### config.mk
export PLATFORM = sky130hd
export DESIGN_NAME = die_link_port_pin_control
export DESIGN_NICKNAME = d
export VERILOG_FILES = /design/src/core/die_link_port_pkg.sv /design/src/core/die_link_port_pin_control.sv
export SDC_FILE = /design/constraint.sdc
export NUM_CORES = 1
export LEC_CHECK = 0
export BUFFER_PORTS_ARGS = -buffer_cell sky130_fd_sc_hd__buf_2
export CAP_MARGIN = 10
export CORE_MARGIN = 5
export CORE_UTILIZATION = 51
export DETAILED_ROUTE_END_ITERATION = 7
export GPL_ROUTABILITY_DRIVEN = 1
export PLACE_DENSITY = 0.79
export SLEW_MARGIN = 20
export SYNTH_ARGS = -nofsm -noshare
export SYNTH_HDL_FRONTEND = slang
export SYNTH_SLANG_ARGS = --single-unit
### constraint.sdc
create_clock -name clk_sys -period 1.7 [get_ports clk_sys]
set_clock_uncertainty 0.15 [all_clocks]
set_input_delay 0.34 -clock clk_sys [delete_from_list [all_inputs] [get_ports clk_sys]]
set_output_delay 0.34 -clock clk_sys [all_outputs]
set_load 0.1 [all_outputs]
### src/core/die_link_port_pkg.sv
// Constants, field layouts and carrier types for the die-link port pin control block.
package die_link_port_pkg;

    // Register indices; byte address equals the index on this plain port.
    localparam logic [7:0] NARROW_DATA_ADDR = 8'h04;
    localparam logic [7:0] WIDE_DATA_ADDR = 8'h05;
    localparam logic [7:0] NARROW_DIR_ADDR = 8'h06;
    localparam logic [7:0] WIDE_DIR_ADDR = 8'h07;

    // Port widths and reset values.
    localparam int NARROW_WIDTH = 2;
    localparam int WIDE_WIDTH = 8;
    localparam logic [7:0] PORT_RESET = 8'h00;

    // Field positions on the narrow port.
    localparam int CLOCK_BIT = 0;
    localparam int INTERRUPT_BIT = 1;

    // Mask of the wide pins taken in four-bit mode.
    localparam logic [7:0] NIBBLE_MASK = 8'h0f;
    localparam logic [7:0] FULL_MASK = 8'hff;

    // Link data width selection.
    typedef enum logic [0:0] {
        LINK_NIBBLE = 1'b0,
        LINK_BYTE = 1'b1
    } link_width_e;

    // Pin drive bundle: value and output enable for one port.
    typedef struct packed {
        logic [7:0] out;
        logic [7:0] oe;
    } pin_drive_s;

    // Register bus request.
    typedef struct packed {
        logic [7:0] addr;
        logic [7:0] wdata;
        logic wr;
        logic rd;
    } reg_req_s;

endpackage

### src/core/die_link_port_pin_control.sv
// Pin multiplexing between general purpose I/O and the die-link interface for the narrow and wide ports.
`timescale 1ns/1ps
module die_link_port_pin_control
    import die_link_port_pkg::*;
#(
    parameter int NARROW_PINS = NARROW_WIDTH,
    parameter int WIDE_PINS = WIDE_WIDTH
) (
    // Clock, reset and clock enable.
    input wire logic clk_sys,
    input wire logic srst,
    input wire logic clkEn,
    // Register port.
    input wire reg_req_s regReq,
    output logic [7:0] regRdata,
    // Die-link interface controls.
    input wire logic linkEnable,
    input wire link_width_e linkWidth,
    input wire logic linkClockClaim,
    input wire logic linkIntClaim,
    input wire logic [1:0] linkNarrowOut,
    input wire logic [1:0] linkNarrowOe,
    input wire logic [7:0] linkWideOut,
    input wire logic [7:0] linkWideOe,
    output logic [1:0] linkNarrowIn,
    output logic [7:0] linkWideIn,
    // Pads.
    input wire logic [1:0] narrowPinIn,
    input wire logic [7:0] widePinIn,
    output pin_drive_s narrowPin,
    output pin_drive_s widePin
);

    // Only the documented widths are served by the fixed address map.
    // The check runs at elaboration, so a wrong width never reaches simulation or a netlist.
    // Wider ports would need more register addresses, which this map does not have.
    if (NARROW_PINS != 2 || WIDE_PINS != 8) begin : g_width_check
        $error("die_link_port_pin_control supports only 2 narrow and 8 wide pins.");
    end

    // Stored registers; narrow ones hold only the two implemented bits.
    logic [1:0] narrowData_q;
    logic [1:0] narrowDir_q;
    logic [7:0] wideData_q;
    logic [7:0] wideDir_q;
    // Two-stage synchronisers for the pad levels.
    logic [1:0] narrowMeta_q;
    logic [1:0] narrowSync_q;
    logic [7:0] wideMeta_q;
    logic [7:0] wideSync_q;
    // Registered outputs.
    logic [7:0] regRdata_q;
    pin_drive_s narrowPin_q;
    pin_drive_s widePin_q;
    logic [1:0] linkNarrowIn_q;
    logic [7:0] linkWideIn_q;

    // Register decode, shared by write and read paths.
    function automatic logic hit(input reg_req_s r, input logic [7:0] a);
        hit = (r.addr == a);
    endfunction

    wire wrNarrowData = regReq.wr && hit(regReq, NARROW_DATA_ADDR);
    wire wrWideData = regReq.wr && hit(regReq, WIDE_DATA_ADDR);
    wire wrNarrowDir = regReq.wr && hit(regReq, NARROW_DIR_ADDR);
    wire wrWideDir = regReq.wr && hit(regReq, WIDE_DIR_ADDR);

    // Which pins the link owns; claims are gated by the master enable.
    wire [1:0] narrowClaim = {linkEnable && linkIntClaim, linkEnable && linkClockClaim};
    wire [7:0] wideMask = (linkWidth == LINK_BYTE) ? FULL_MASK : NIBBLE_MASK;
    wire [7:0] wideClaim = linkEnable ? wideMask : 8'h00;

    // Pin drive: link value and enable on claimed pins, register bits elsewhere.
    wire [1:0] narrowOutD = (narrowClaim & linkNarrowOut) | (~narrowClaim & narrowData_q);
    wire [1:0] narrowOeD = (narrowClaim & linkNarrowOe) | (~narrowClaim & narrowDir_q);
    wire [7:0] wideOutD = (wideClaim & linkWideOut) | (~wideClaim & wideData_q);
    wire [7:0] wideOeD = (wideClaim & linkWideOe) | (~wideClaim & wideDir_q);

    // Data reads mix stored bits for outputs with synchronised levels for inputs.
    wire [1:0] narrowReadBits = (narrowDir_q & narrowData_q) | (~narrowDir_q & narrowSync_q);
    wire [7:0] wideReadBits = (wideDir_q & wideData_q) | (~wideDir_q & wideSync_q);

    // Read multiplexer; unmapped addresses, including reserved ones, read zero.
    wire [7:0] readMux =
        hit(regReq, NARROW_DATA_ADDR) ? {6'h00, narrowReadBits} :
        hit(regReq, WIDE_DATA_ADDR) ? wideReadBits :
        hit(regReq, NARROW_DIR_ADDR) ? {6'h00, narrowDir_q} :
        hit(regReq, WIDE_DIR_ADDR) ? wideDir_q : 8'h00;
    wire [7:0] regRdataD = regReq.rd ? readMux : 8'h00;

    // Software registers; writes land whatever the link is doing, so direction bits survive a claim.
    always_ff @(posedge clk_sys) begin
        if (srst) begin
            narrowData_q <= PORT_RESET[1:0];
            narrowDir_q <= PORT_RESET[1:0];
            wideData_q <= PORT_RESET;
            wideDir_q <= PORT_RESET;
        end else if (clkEn) begin
            if (wrNarrowData) begin
                narrowData_q <= regReq.wdata[1:0];
            end
            if (wrWideData) begin
                wideData_q <= regReq.wdata;
            end
            if (wrNarrowDir) begin
                narrowDir_q <= regReq.wdata[1:0];
            end
            if (wrWideDir) begin
                wideDir_q <= regReq.wdata;
            end
        end
    end

    // Pad synchronisers; only the second stage feeds logic, to keep metastability contained.
    always_ff @(posedge clk_sys) begin
        if (srst) begin
            narrowMeta_q <= 2'h0;
            narrowSync_q <= 2'h0;
            wideMeta_q <= 8'h00;
            wideSync_q <= 8'h00;
        end else if (clkEn) begin
            narrowMeta_q <= narrowPinIn;
            narrowSync_q <= narrowMeta_q;
            wideMeta_q <= widePinIn;
            wideSync_q <= wideMeta_q;
        end
    end

    // Output flops; pin drive costs one cycle of latency so every output is registered.
    always_ff @(posedge clk_sys) begin
        if (srst) begin
            regRdata_q <= 8'h00;
            narrowPin_q <= '0;
            widePin_q <= '0;
            linkNarrowIn_q <= 2'h0;
            linkWideIn_q <= 8'h00;
        end else if (clkEn) begin
            regRdata_q <= regRdataD;
            narrowPin_q <= '{out: {6'h00, narrowOutD}, oe: {6'h00, narrowOeD}};
            widePin_q <= '{out: wideOutD, oe: wideOeD};
            linkNarrowIn_q <= narrowSync_q & narrowClaim;
            linkWideIn_q <= wideSync_q & wideClaim;
        end
    end

    assign regRdata = regRdata_q;
    assign narrowPin = narrowPin_q;
    assign widePin = widePin_q;
    assign linkNarrowIn = linkNarrowIn_q;
    assign linkWideIn = linkWideIn_q;

    // Checks on the behaviour above.
    narrow_high_zero_a: assert property (@(posedge clk_sys) disable iff (srst)
        narrowPin.oe[7:2] == 6'h00 && narrowPin.out[7:2] == 6'h00)
        else $error("Narrow port upper bits driven.");
    nibble_upper_free_a: assert property (@(posedge clk_sys) disable iff (srst)
        clkEn && linkEnable && linkWidth == LINK_NIBBLE |=> widePin.oe[7:4] == $past(wideDir_q[7:4]))
        else $error("Upper wide pins not general purpose in four-bit mode.");
    byte_claim_a: assert property (@(posedge clk_sys) disable iff (srst)
        clkEn && linkEnable && linkWidth == LINK_BYTE |=> widePin.oe == $past(linkWideOe))
        else $error("Wide port not handed to link in eight-bit mode.");
    gpio_dir_a: assert property (@(posedge clk_sys) disable iff (srst)
        clkEn && !linkEnable |=> widePin.oe == $past(wideDir_q) && narrowPin.oe[1:0] == $past(narrowDir_q))
        else $error("General purpose direction not applied.");
    int_pin_a: assert property (@(posedge clk_sys) disable iff (srst)
        clkEn && linkEnable && linkIntClaim |=> narrowPin.out[1] == $past(linkNarrowOut[1]))
        else $error("Interrupt pin not routed to link.");
    clk_pin_a: assert property (@(posedge clk_sys) disable iff (srst)
        clkEn && linkEnable && linkClockClaim |=> narrowPin.out[0] == $past(linkNarrowOut[0]))
        else $error("Clock pin not routed to link.");
    dir_kept_a: assert property (@(posedge clk_sys) disable iff (srst)
        !wrWideDir && linkEnable |=> wideDir_q == $past(wideDir_q))
        else $error("Direction register changed by link claim.");
    out_readback_a: assert property (@(posedge clk_sys) disable iff (srst)
        clkEn && regReq.rd && hit(regReq, WIDE_DATA_ADDR) && wideDir_q == 8'hff |=> regRdata == $past(wideData_q))
        else $error("Output pin read did not return register.");
    write_any_a: assert property (@(posedge clk_sys) disable iff (srst)
        clkEn && wrNarrowDir |=> narrowDir_q == $past(regReq.wdata[1:0]))
        else $error("Direction write not accepted.");

    // Further checks: register access, readback, link hand-back and per-pin routing.
    // Every check compares an output or a stored register one edge after the inputs that launched it,
    // because every output of this block comes from a flip-flop.

    // Register writes land on the next edge whatever the link is doing.
    wide_dir_write_a: assert property (@(posedge clk_sys) disable iff (srst)
        clkEn && wrWideDir
        |=> wideDir_q == $past(regReq.wdata))
        else $error("Wide direction write not accepted.");

    // A data write must not wait for the link to let go of the pin.
    wide_data_write_a: assert property (@(posedge clk_sys) disable iff (srst)
        clkEn && wrWideData
        |=> wideData_q == $past(regReq.wdata))
        else $error("Wide data write not accepted.");

    // Narrow data keeps only the two implemented bits of the write.
    narrow_data_write_a: assert property (@(posedge clk_sys) disable iff (srst)
        clkEn && wrNarrowData
        |=> narrowData_q == $past(regReq.wdata[1:0]))
        else $error("Narrow data write not accepted.");

    // Direction reads of the narrow port show zeros above bit one.
    narrow_dir_read_a: assert property (@(posedge clk_sys) disable iff (srst)
        clkEn && regReq.rd && hit(regReq, NARROW_DIR_ADDR)
        |=> regRdata == {6'h00, $past(narrowDir_q)})
        else $error("Narrow direction read wrong.");

    // The wide direction register reads back even while the link owns the pins.
    wide_dir_read_a: assert property (@(posedge clk_sys) disable iff (srst)
        clkEn && regReq.rd && hit(regReq, WIDE_DIR_ADDR)
        |=> regRdata == $past(wideDir_q))
        else $error("Wide direction read wrong.");

    // With every wide pin an input, a data read returns the synchronised pad levels.
    wide_input_read_a: assert property (@(posedge clk_sys) disable iff (srst)
        clkEn && regReq.rd && hit(regReq, WIDE_DATA_ADDR) && wideDir_q == 8'h00
        |=> regRdata == $past(wideSync_q))
        else $error("Input pin read did not return pad level.");

    // Link off: narrow pins follow their data register.
    narrow_gpio_a: assert property (@(posedge clk_sys) disable iff (srst)
        clkEn && !linkEnable
        |=> narrowPin.out[1:0] == $past(narrowData_q))
        else $error("Narrow pins not general purpose with link off.");

    // Link off: nothing is handed back to the link, so a stray pad level cannot reach it.
    link_in_idle_a: assert property (@(posedge clk_sys) disable iff (srst)
        clkEn && !linkEnable
        |=> linkWideIn == 8'h00 && linkNarrowIn == 2'h0)
        else $error("Link input active with link off.");

    // Eight-bit mode: the link sees every synchronised wide pad level.
    byte_in_a: assert property (@(posedge clk_sys) disable iff (srst)
        clkEn && linkEnable && linkWidth == LINK_BYTE
        |=> linkWideIn == $past(wideSync_q))
        else $error("Wide pad levels not handed to link in eight-bit mode.");

    // Four-bit mode: only the low nibble reaches the link; the upper pins stay with software.
    nibble_in_a: assert property (@(posedge clk_sys) disable iff (srst)
        clkEn && linkEnable && linkWidth == LINK_NIBBLE
        |=> linkWideIn[7:4] == 4'h0 && linkWideIn[3:0] == $past(wideSync_q[3:0]))
        else $error("Link input wrong in four-bit mode.");

    // The narrow direction register survives a claim as well.
    narrow_dir_kept_a: assert property (@(posedge clk_sys) disable iff (srst)
        !wrNarrowDir && linkEnable
        |=> narrowDir_q == $past(narrowDir_q))
        else $error("Narrow direction register changed by link claim.");

    // The interrupt pin takes its direction from the link while claimed.
    int_dir_a: assert property (@(posedge clk_sys) disable iff (srst)
        clkEn && linkEnable && linkIntClaim
        |=> narrowPin.oe[1] == $past(linkNarrowOe[1]))
        else $error("Interrupt pin direction not set by link.");

    // The clock pin likewise takes its direction from the link.
    clk_dir_a: assert property (@(posedge clk_sys) disable iff (srst)
        clkEn && linkEnable && linkClockClaim
        |=> narrowPin.oe[0] == $past(linkNarrowOe[0]))
        else $error("Clock pin direction not set by link.");

    // Per-pin checks on the wide port; one copy per pin keeps a single failing pin easy to spot.
    for (genvar i = 0; i < WIDE_PINS; i++) begin : g_wide_check
        // Readback picks register or pad bit by the direction bit.
        wide_bit_read_a: assert property (@(posedge clk_sys) disable iff (srst)
            clkEn && regReq.rd && hit(regReq, WIDE_DATA_ADDR)
            |=> regRdata[i] == ($past(wideDir_q[i]) ? $past(wideData_q[i]) : $past(wideSync_q[i])))
            else $error("Wide pin readback wrong.");

        // An unclaimed pin is plain general purpose I/O.
        wide_bit_gpio_a: assert property (@(posedge clk_sys) disable iff (srst)
            clkEn && !wideClaim[i]
            |=> widePin.out[i] == $past(wideData_q[i])
            && widePin.oe[i] == $past(wideDir_q[i]))
            else $error("Unclaimed wide pin not general purpose.");

        // A claimed pin carries the link's value and direction.
        wide_bit_link_a: assert property (@(posedge clk_sys) disable iff (srst)
            clkEn && wideClaim[i]
            |=> widePin.out[i] == $past(linkWideOut[i])
            && widePin.oe[i] == $past(linkWideOe[i]))
            else $error("Claimed wide pin not driven by link.");
    end

    // Per-pin checks on the narrow port, in the same shape as the wide ones.
    for (genvar i = 0; i < NARROW_PINS; i++) begin : g_narrow_check
        // Readback picks register or pad bit by the direction bit.
        narrow_bit_read_a: assert property (@(posedge clk_sys) disable iff (srst)
            clkEn && regReq.rd && hit(regReq, NARROW_DATA_ADDR)
            |=> regRdata[i] == ($past(narrowDir_q[i]) ? $past(narrowData_q[i]) : $past(narrowSync_q[i])))
            else $error("Narrow pin readback wrong.");

        // An unclaimed pin is plain general purpose I/O.
        narrow_bit_gpio_a: assert property (@(posedge clk_sys) disable iff (srst)
            clkEn && !narrowClaim[i]
            |=> narrowPin.out[i] == $past(narrowData_q[i])
            && narrowPin.oe[i] == $past(narrowDir_q[i]))
            else $error("Unclaimed narrow pin not general purpose.");

        // A claimed pin carries the link's value and direction.
        narrow_bit_link_a: assert property (@(posedge clk_sys) disable iff (srst)
            clkEn && narrowClaim[i]
            |=> narrowPin.out[i] == $past(linkNarrowOut[i])
            && narrowPin.oe[i] == $past(linkNarrowOe[i]))
            else $error("Claimed narrow pin not driven by link.");
    end

endmodule

[Word level (Yosys, flattened, before mapping)]
Index checks and enable logic that the tools add are counted.
Storage, ports and cells
  word-level logic and storage cells: 60
  bits in registers: 78
  input port bits: 55
Cells by class
  multiplexer cells: 7
  reduce and logical (&&, ||, !) cells: 10
  bitwise operators: 24
  equality and inequality tests: 4
Operator list (count)
  bitwise AND 8 bit: 7
  2-to-1 mux 8 bit: 7
  == test 8 x 3 -> 1 bit, second input constant: 4
  OR 8 bit: 3
  NOT 8 bit: 2
  bitwise AND 2 bit: 7
  AND reduction 2 bit: 4
  logical AND 1 bit: 6
  OR 2 bit: 3
  NOT 2 bit: 2

[Longest topological paths before layout]
  depth in word-level cells: 6
  depth in mapped cells: 5

[Worst setup path after synthesis]
OpenSTA, ideal clock, no wires.
  path type: input to register
  start: input port clkEn
  end: register wideData_q[0]
  path slack: 203 ps
  stages on the path: 4
  arrival time: 1224 ps
  path buffers: 1
  cells stage by stage: buf_2 > nor3b_4 > nand4_4 > mux2i_1
Between the ends
  cells in the longest elaborated chain, start to end: 1
RTL lines
  start, declared: line die_link_port_pin_control.sv:12  | input wire logic clkEn,
  AND reduction 2 bit (no source line)
  end signal, assigned: line die_link_port_pin_control.sv:103  | wideData_q <= regReq.wdata;
  end, declared: line die_link_port_pin_control.sv:44  | logic [7:0] wideData_q;
No other way between the ends.
A chain may end at the register's enable or synchronous reset.

[Worst setup path in the final report]
  start: register regRdata_q[4] (netlist: regRdata[4])
  end: output port regRdata[4]
RTL lines
  start, declared: line die_link_port_pin_control.sv:52  | logic [7:0] regRdata_q;
  start signal, assigned: line die_link_port_pin_control.sv:138  | regRdata_q <= regRdataD;
  end, declared: line die_link_port_pin_control.sv:15  | output logic [7:0] regRdata,
No word-level cell between the ends.

==> flow_metrics.py <==
metrics = {
    "route": {
        "vias_per_cell": 5.440,
        "wl_met1_um": 3721,
        "dr.max_layer_used": "met4",
        "totalWireLength_um": 8321,
        "postRouteAntennaNets": 0,
        "firstDrtPassIters": 4,
        "drcViolationCount": 0,
        "routed-wl-met2_um": 3855,
        "wire_per_inst_um": 15.85,
        "route.met3.wl_um": 580,
        "drt-initial-drc-count": 186,
        "via_count": 2856,
    },
    "timing": {
        "period_share": 0.9742,
        "fmax_ghz": 0.6038,
        "setup_viol": 0,
        "hold_ws_ns": 0.07508,
        "setup-tns-final_ns": 0,
        "worst_slew_pin_slew_ns": 0.5118,
        "finalHoldViolations": 0,
        "setup_ws_ns": 0.04384,
        "rsz0062_at_grt": "false",
        "finalMaxSlewViolations": 0,
        "period_needed_ns": 1.656,
        "relSlewSlack": 0.6576,
    },
    "synth": {
        "synthCells": 362,
        "yosysWarnings": 0,
        "synth_top_flop_cell": "dfxtp_1",
        "synth.distinct_cells": 30,
        "syn_area_um2": 3411,
        "synth_edf_count": 0,
        "synthArstFlopShare": 0,
        "synth.ff_latch_count": 78,
        "yosysSeqAreaShare": 0.4578,
        "syn_area_per_cell_um2": 9.422,
    },
    "final_layout": {
        "utilization": 0.6320,
        "stdcell_count": 525,
        "layout_commonest_cell": "buf_2",
        "post-route-cell-area_um2": 4059,
        "areaGrowthSynthToFinish_pct": 19.00,
        "antennaDiodeCount": 0,
        "mostFrequentLayoutCells": "92 x buf_2, 78 x dfxtp_1, 48 x mux2i_1",
        "layout-drive-gt1-share": 0.2634,
        "nets": 501,
    },
    "worst_setup_path": {
        "worstPathCellList": "buf_2",
        "start_kind": "register",
        "slowest_delay_ns": 0.44,
        "end_kind": "primary output",
        "crit_fanout": 2,
        "cp.required_ns": 1.21,
        "arrival_ns": 1.17,
        "cp_num_buf_inv": 1,
        "crit_type": "reg2out",
        "crit_path_top_delay_cell": "buf_2",
        "path_delay_family": "buffers and inverters",
    },
    "floorplan": {
        "core-area_um2": 6422,
        "design.die.area_um2": 8424,
        "fp.dieW_um": 91.78,
        "start_util": 0.5311,
        "pin_count": 105,
        "dieHeight_um": 91.78,
        "rows": 29,
    },
    "power_and_ir_drop": {
        "combinationalPowerShare": 0.180,
        "switching_share": 0.3084,
        "clockPowerShare": 0.317,
        "power_frac_seq": 0.503,
        "p_per_area_nw_per_um2": 935.8,
        "p_int_mw": 2.627,
        "power.switching_mw": 1.171,
        "vdd_ir_drop_max_uv": 565.8,
        "p_leak_nw": 1.887,
        "finalPower_mw": 3.798,
    },
    "grt": {
        "grt_max_degree": 53,
        "overflow": 0,
        "grt_pass1_vias": 2742,
        "gr-usage-all-layers": 0.2006,
        "grt_pass1_wl_um": 13590,
        "grt_antenna_before_repair": 0,
    },
    "clocking": {
        "cts_root_buf": "clkbuf_8",
        "cts_tree": "done",
        "cts_num_sinks": 78,
        "clock_latency_ns": 0.35,
        "hold_buffers": 0,
        "cts_buffer_depth": 2,
        "cts_setup_buffers": 0,
        "cts-htree-levels": 3,
        "numCtsBuffers": 9,
        "clk_pin_slew_worst_paths_ns": 0.07,
        "cts_resized": 0,
    },
    "placed_design": {
        "port_buffers": 92,
        "placed_area_um2": 3897,
        "gp_congestion": 0.7870,
        "place_inst": 512,
        "dp_hpwl_um": 6108,
        "post-place-ws_ns": 0.04888,
    },
    "status": {
        "outcome": "completed",
    },
    "run": {
        "maxCapViolCount": 0,
    },
    "min_path": {
        "hold_class": "in2reg",
    },
}
cells by family after synthesis:
family,synth area share
AOI/OAI and AO/OA,0.1196
and+or+nand+nor,0.2208
muxes,0.1409
DFF,0.4578
buffers and inverters,0.05980
other,0.001099
final timing paths:
check,startpoint,endpoint,slack [ns],cells after the start
worst max-delay path,regRdata[4]$_SDFFE_PP0P_,regRdata[4],0.04,1
worst min-delay path,widePinIn[3],wideMeta_q[3]$_SDFFE_PP0P_,0.08,3
worst max register to register,narrowData_q[0]$_SDFFE_PP0P_,regRdata[0]$_SDFFE_PP0P_,0.38,3
worst min register to register,linkWideIn[6]$_SDFFE_PP0P_,linkWideIn[6]$_SDFFE_PP0P_,0.32,2
synth_stat cells, types with 4 or more instances:
cell type / n / share of area
dfxtp_1: 78 / 0.46
nand4_1: 8 / 0.015
buf_4: 13 / 0.029
o21ai_0: 14 / 0.021
nor2_1: 44 / 0.048
a21oi_1: 10 / 0.015
buf_2: 4 / 0.0059
nand2_1: 15 / 0.017
nand3_1: 16 / 0.023
a22o_1: 6 / 0.015
buf_1: 5 / 0.0055
clkbuf_1: 16 / 0.018
mux2i_1: 48 / 0.14
a211oi_1: 8 / 0.018
a311oi_1: 12 / 0.031
nand2b_1: 44 / 0.081
worst reg2reg max path, cell delays in order (launching register included):
cell     delay [ns]
dfxtp_1        0.35
o21a_1         0.20
a211o_1        0.27
a32o_1         0.24
layer usage:
layer	global-route usage	vias to the layer above
met2	0.3061	105
met5	0	-
met3	0.05401	13
met4	0.07921	0
met1	0.2706	1316
li1	-	1422
flip-flops by register name, indices dropped and copies added (netlist names):
register,flops
widePin,16
linkWideIn,8
regRdata,8
wideData_q,8
wideDir_q,8
wideMeta_q,8
wideSync_q,8
narrowPin,4
linkNarrowIn,2
narrowData_q,2
narrowDir_q,2
narrowMeta_q,2
narrowSync_q,2
area by class of cell:
| class | instances | area, um^2 |
|---|---|---|
| multi-input combinational | 255 | 1687 |
| inverter | 2 | 7.507 |
| clock buffer | 11 | 151.4 |
| tap | 77 | 96.34 |
| fill | 564 | 2364 |
| sequential | 78 | 1562 |
| timing repair buffer | 100 | 545.5 |
| clock inverter | 2 | 10.01 |
power groups by stage:
stage                     registers (mW)  clock network, mW  logic (mW)
after floorplan                     2.16                  0       0.336
after detailed placement            1.95                  0       0.684
after global routing                1.92               1.32       0.723
final                               1.91               1.20       0.684
after CTS                           1.91               1.23       0.685
after global placement              1.95                  0       0.676
(Power assumes the default switching activity.)
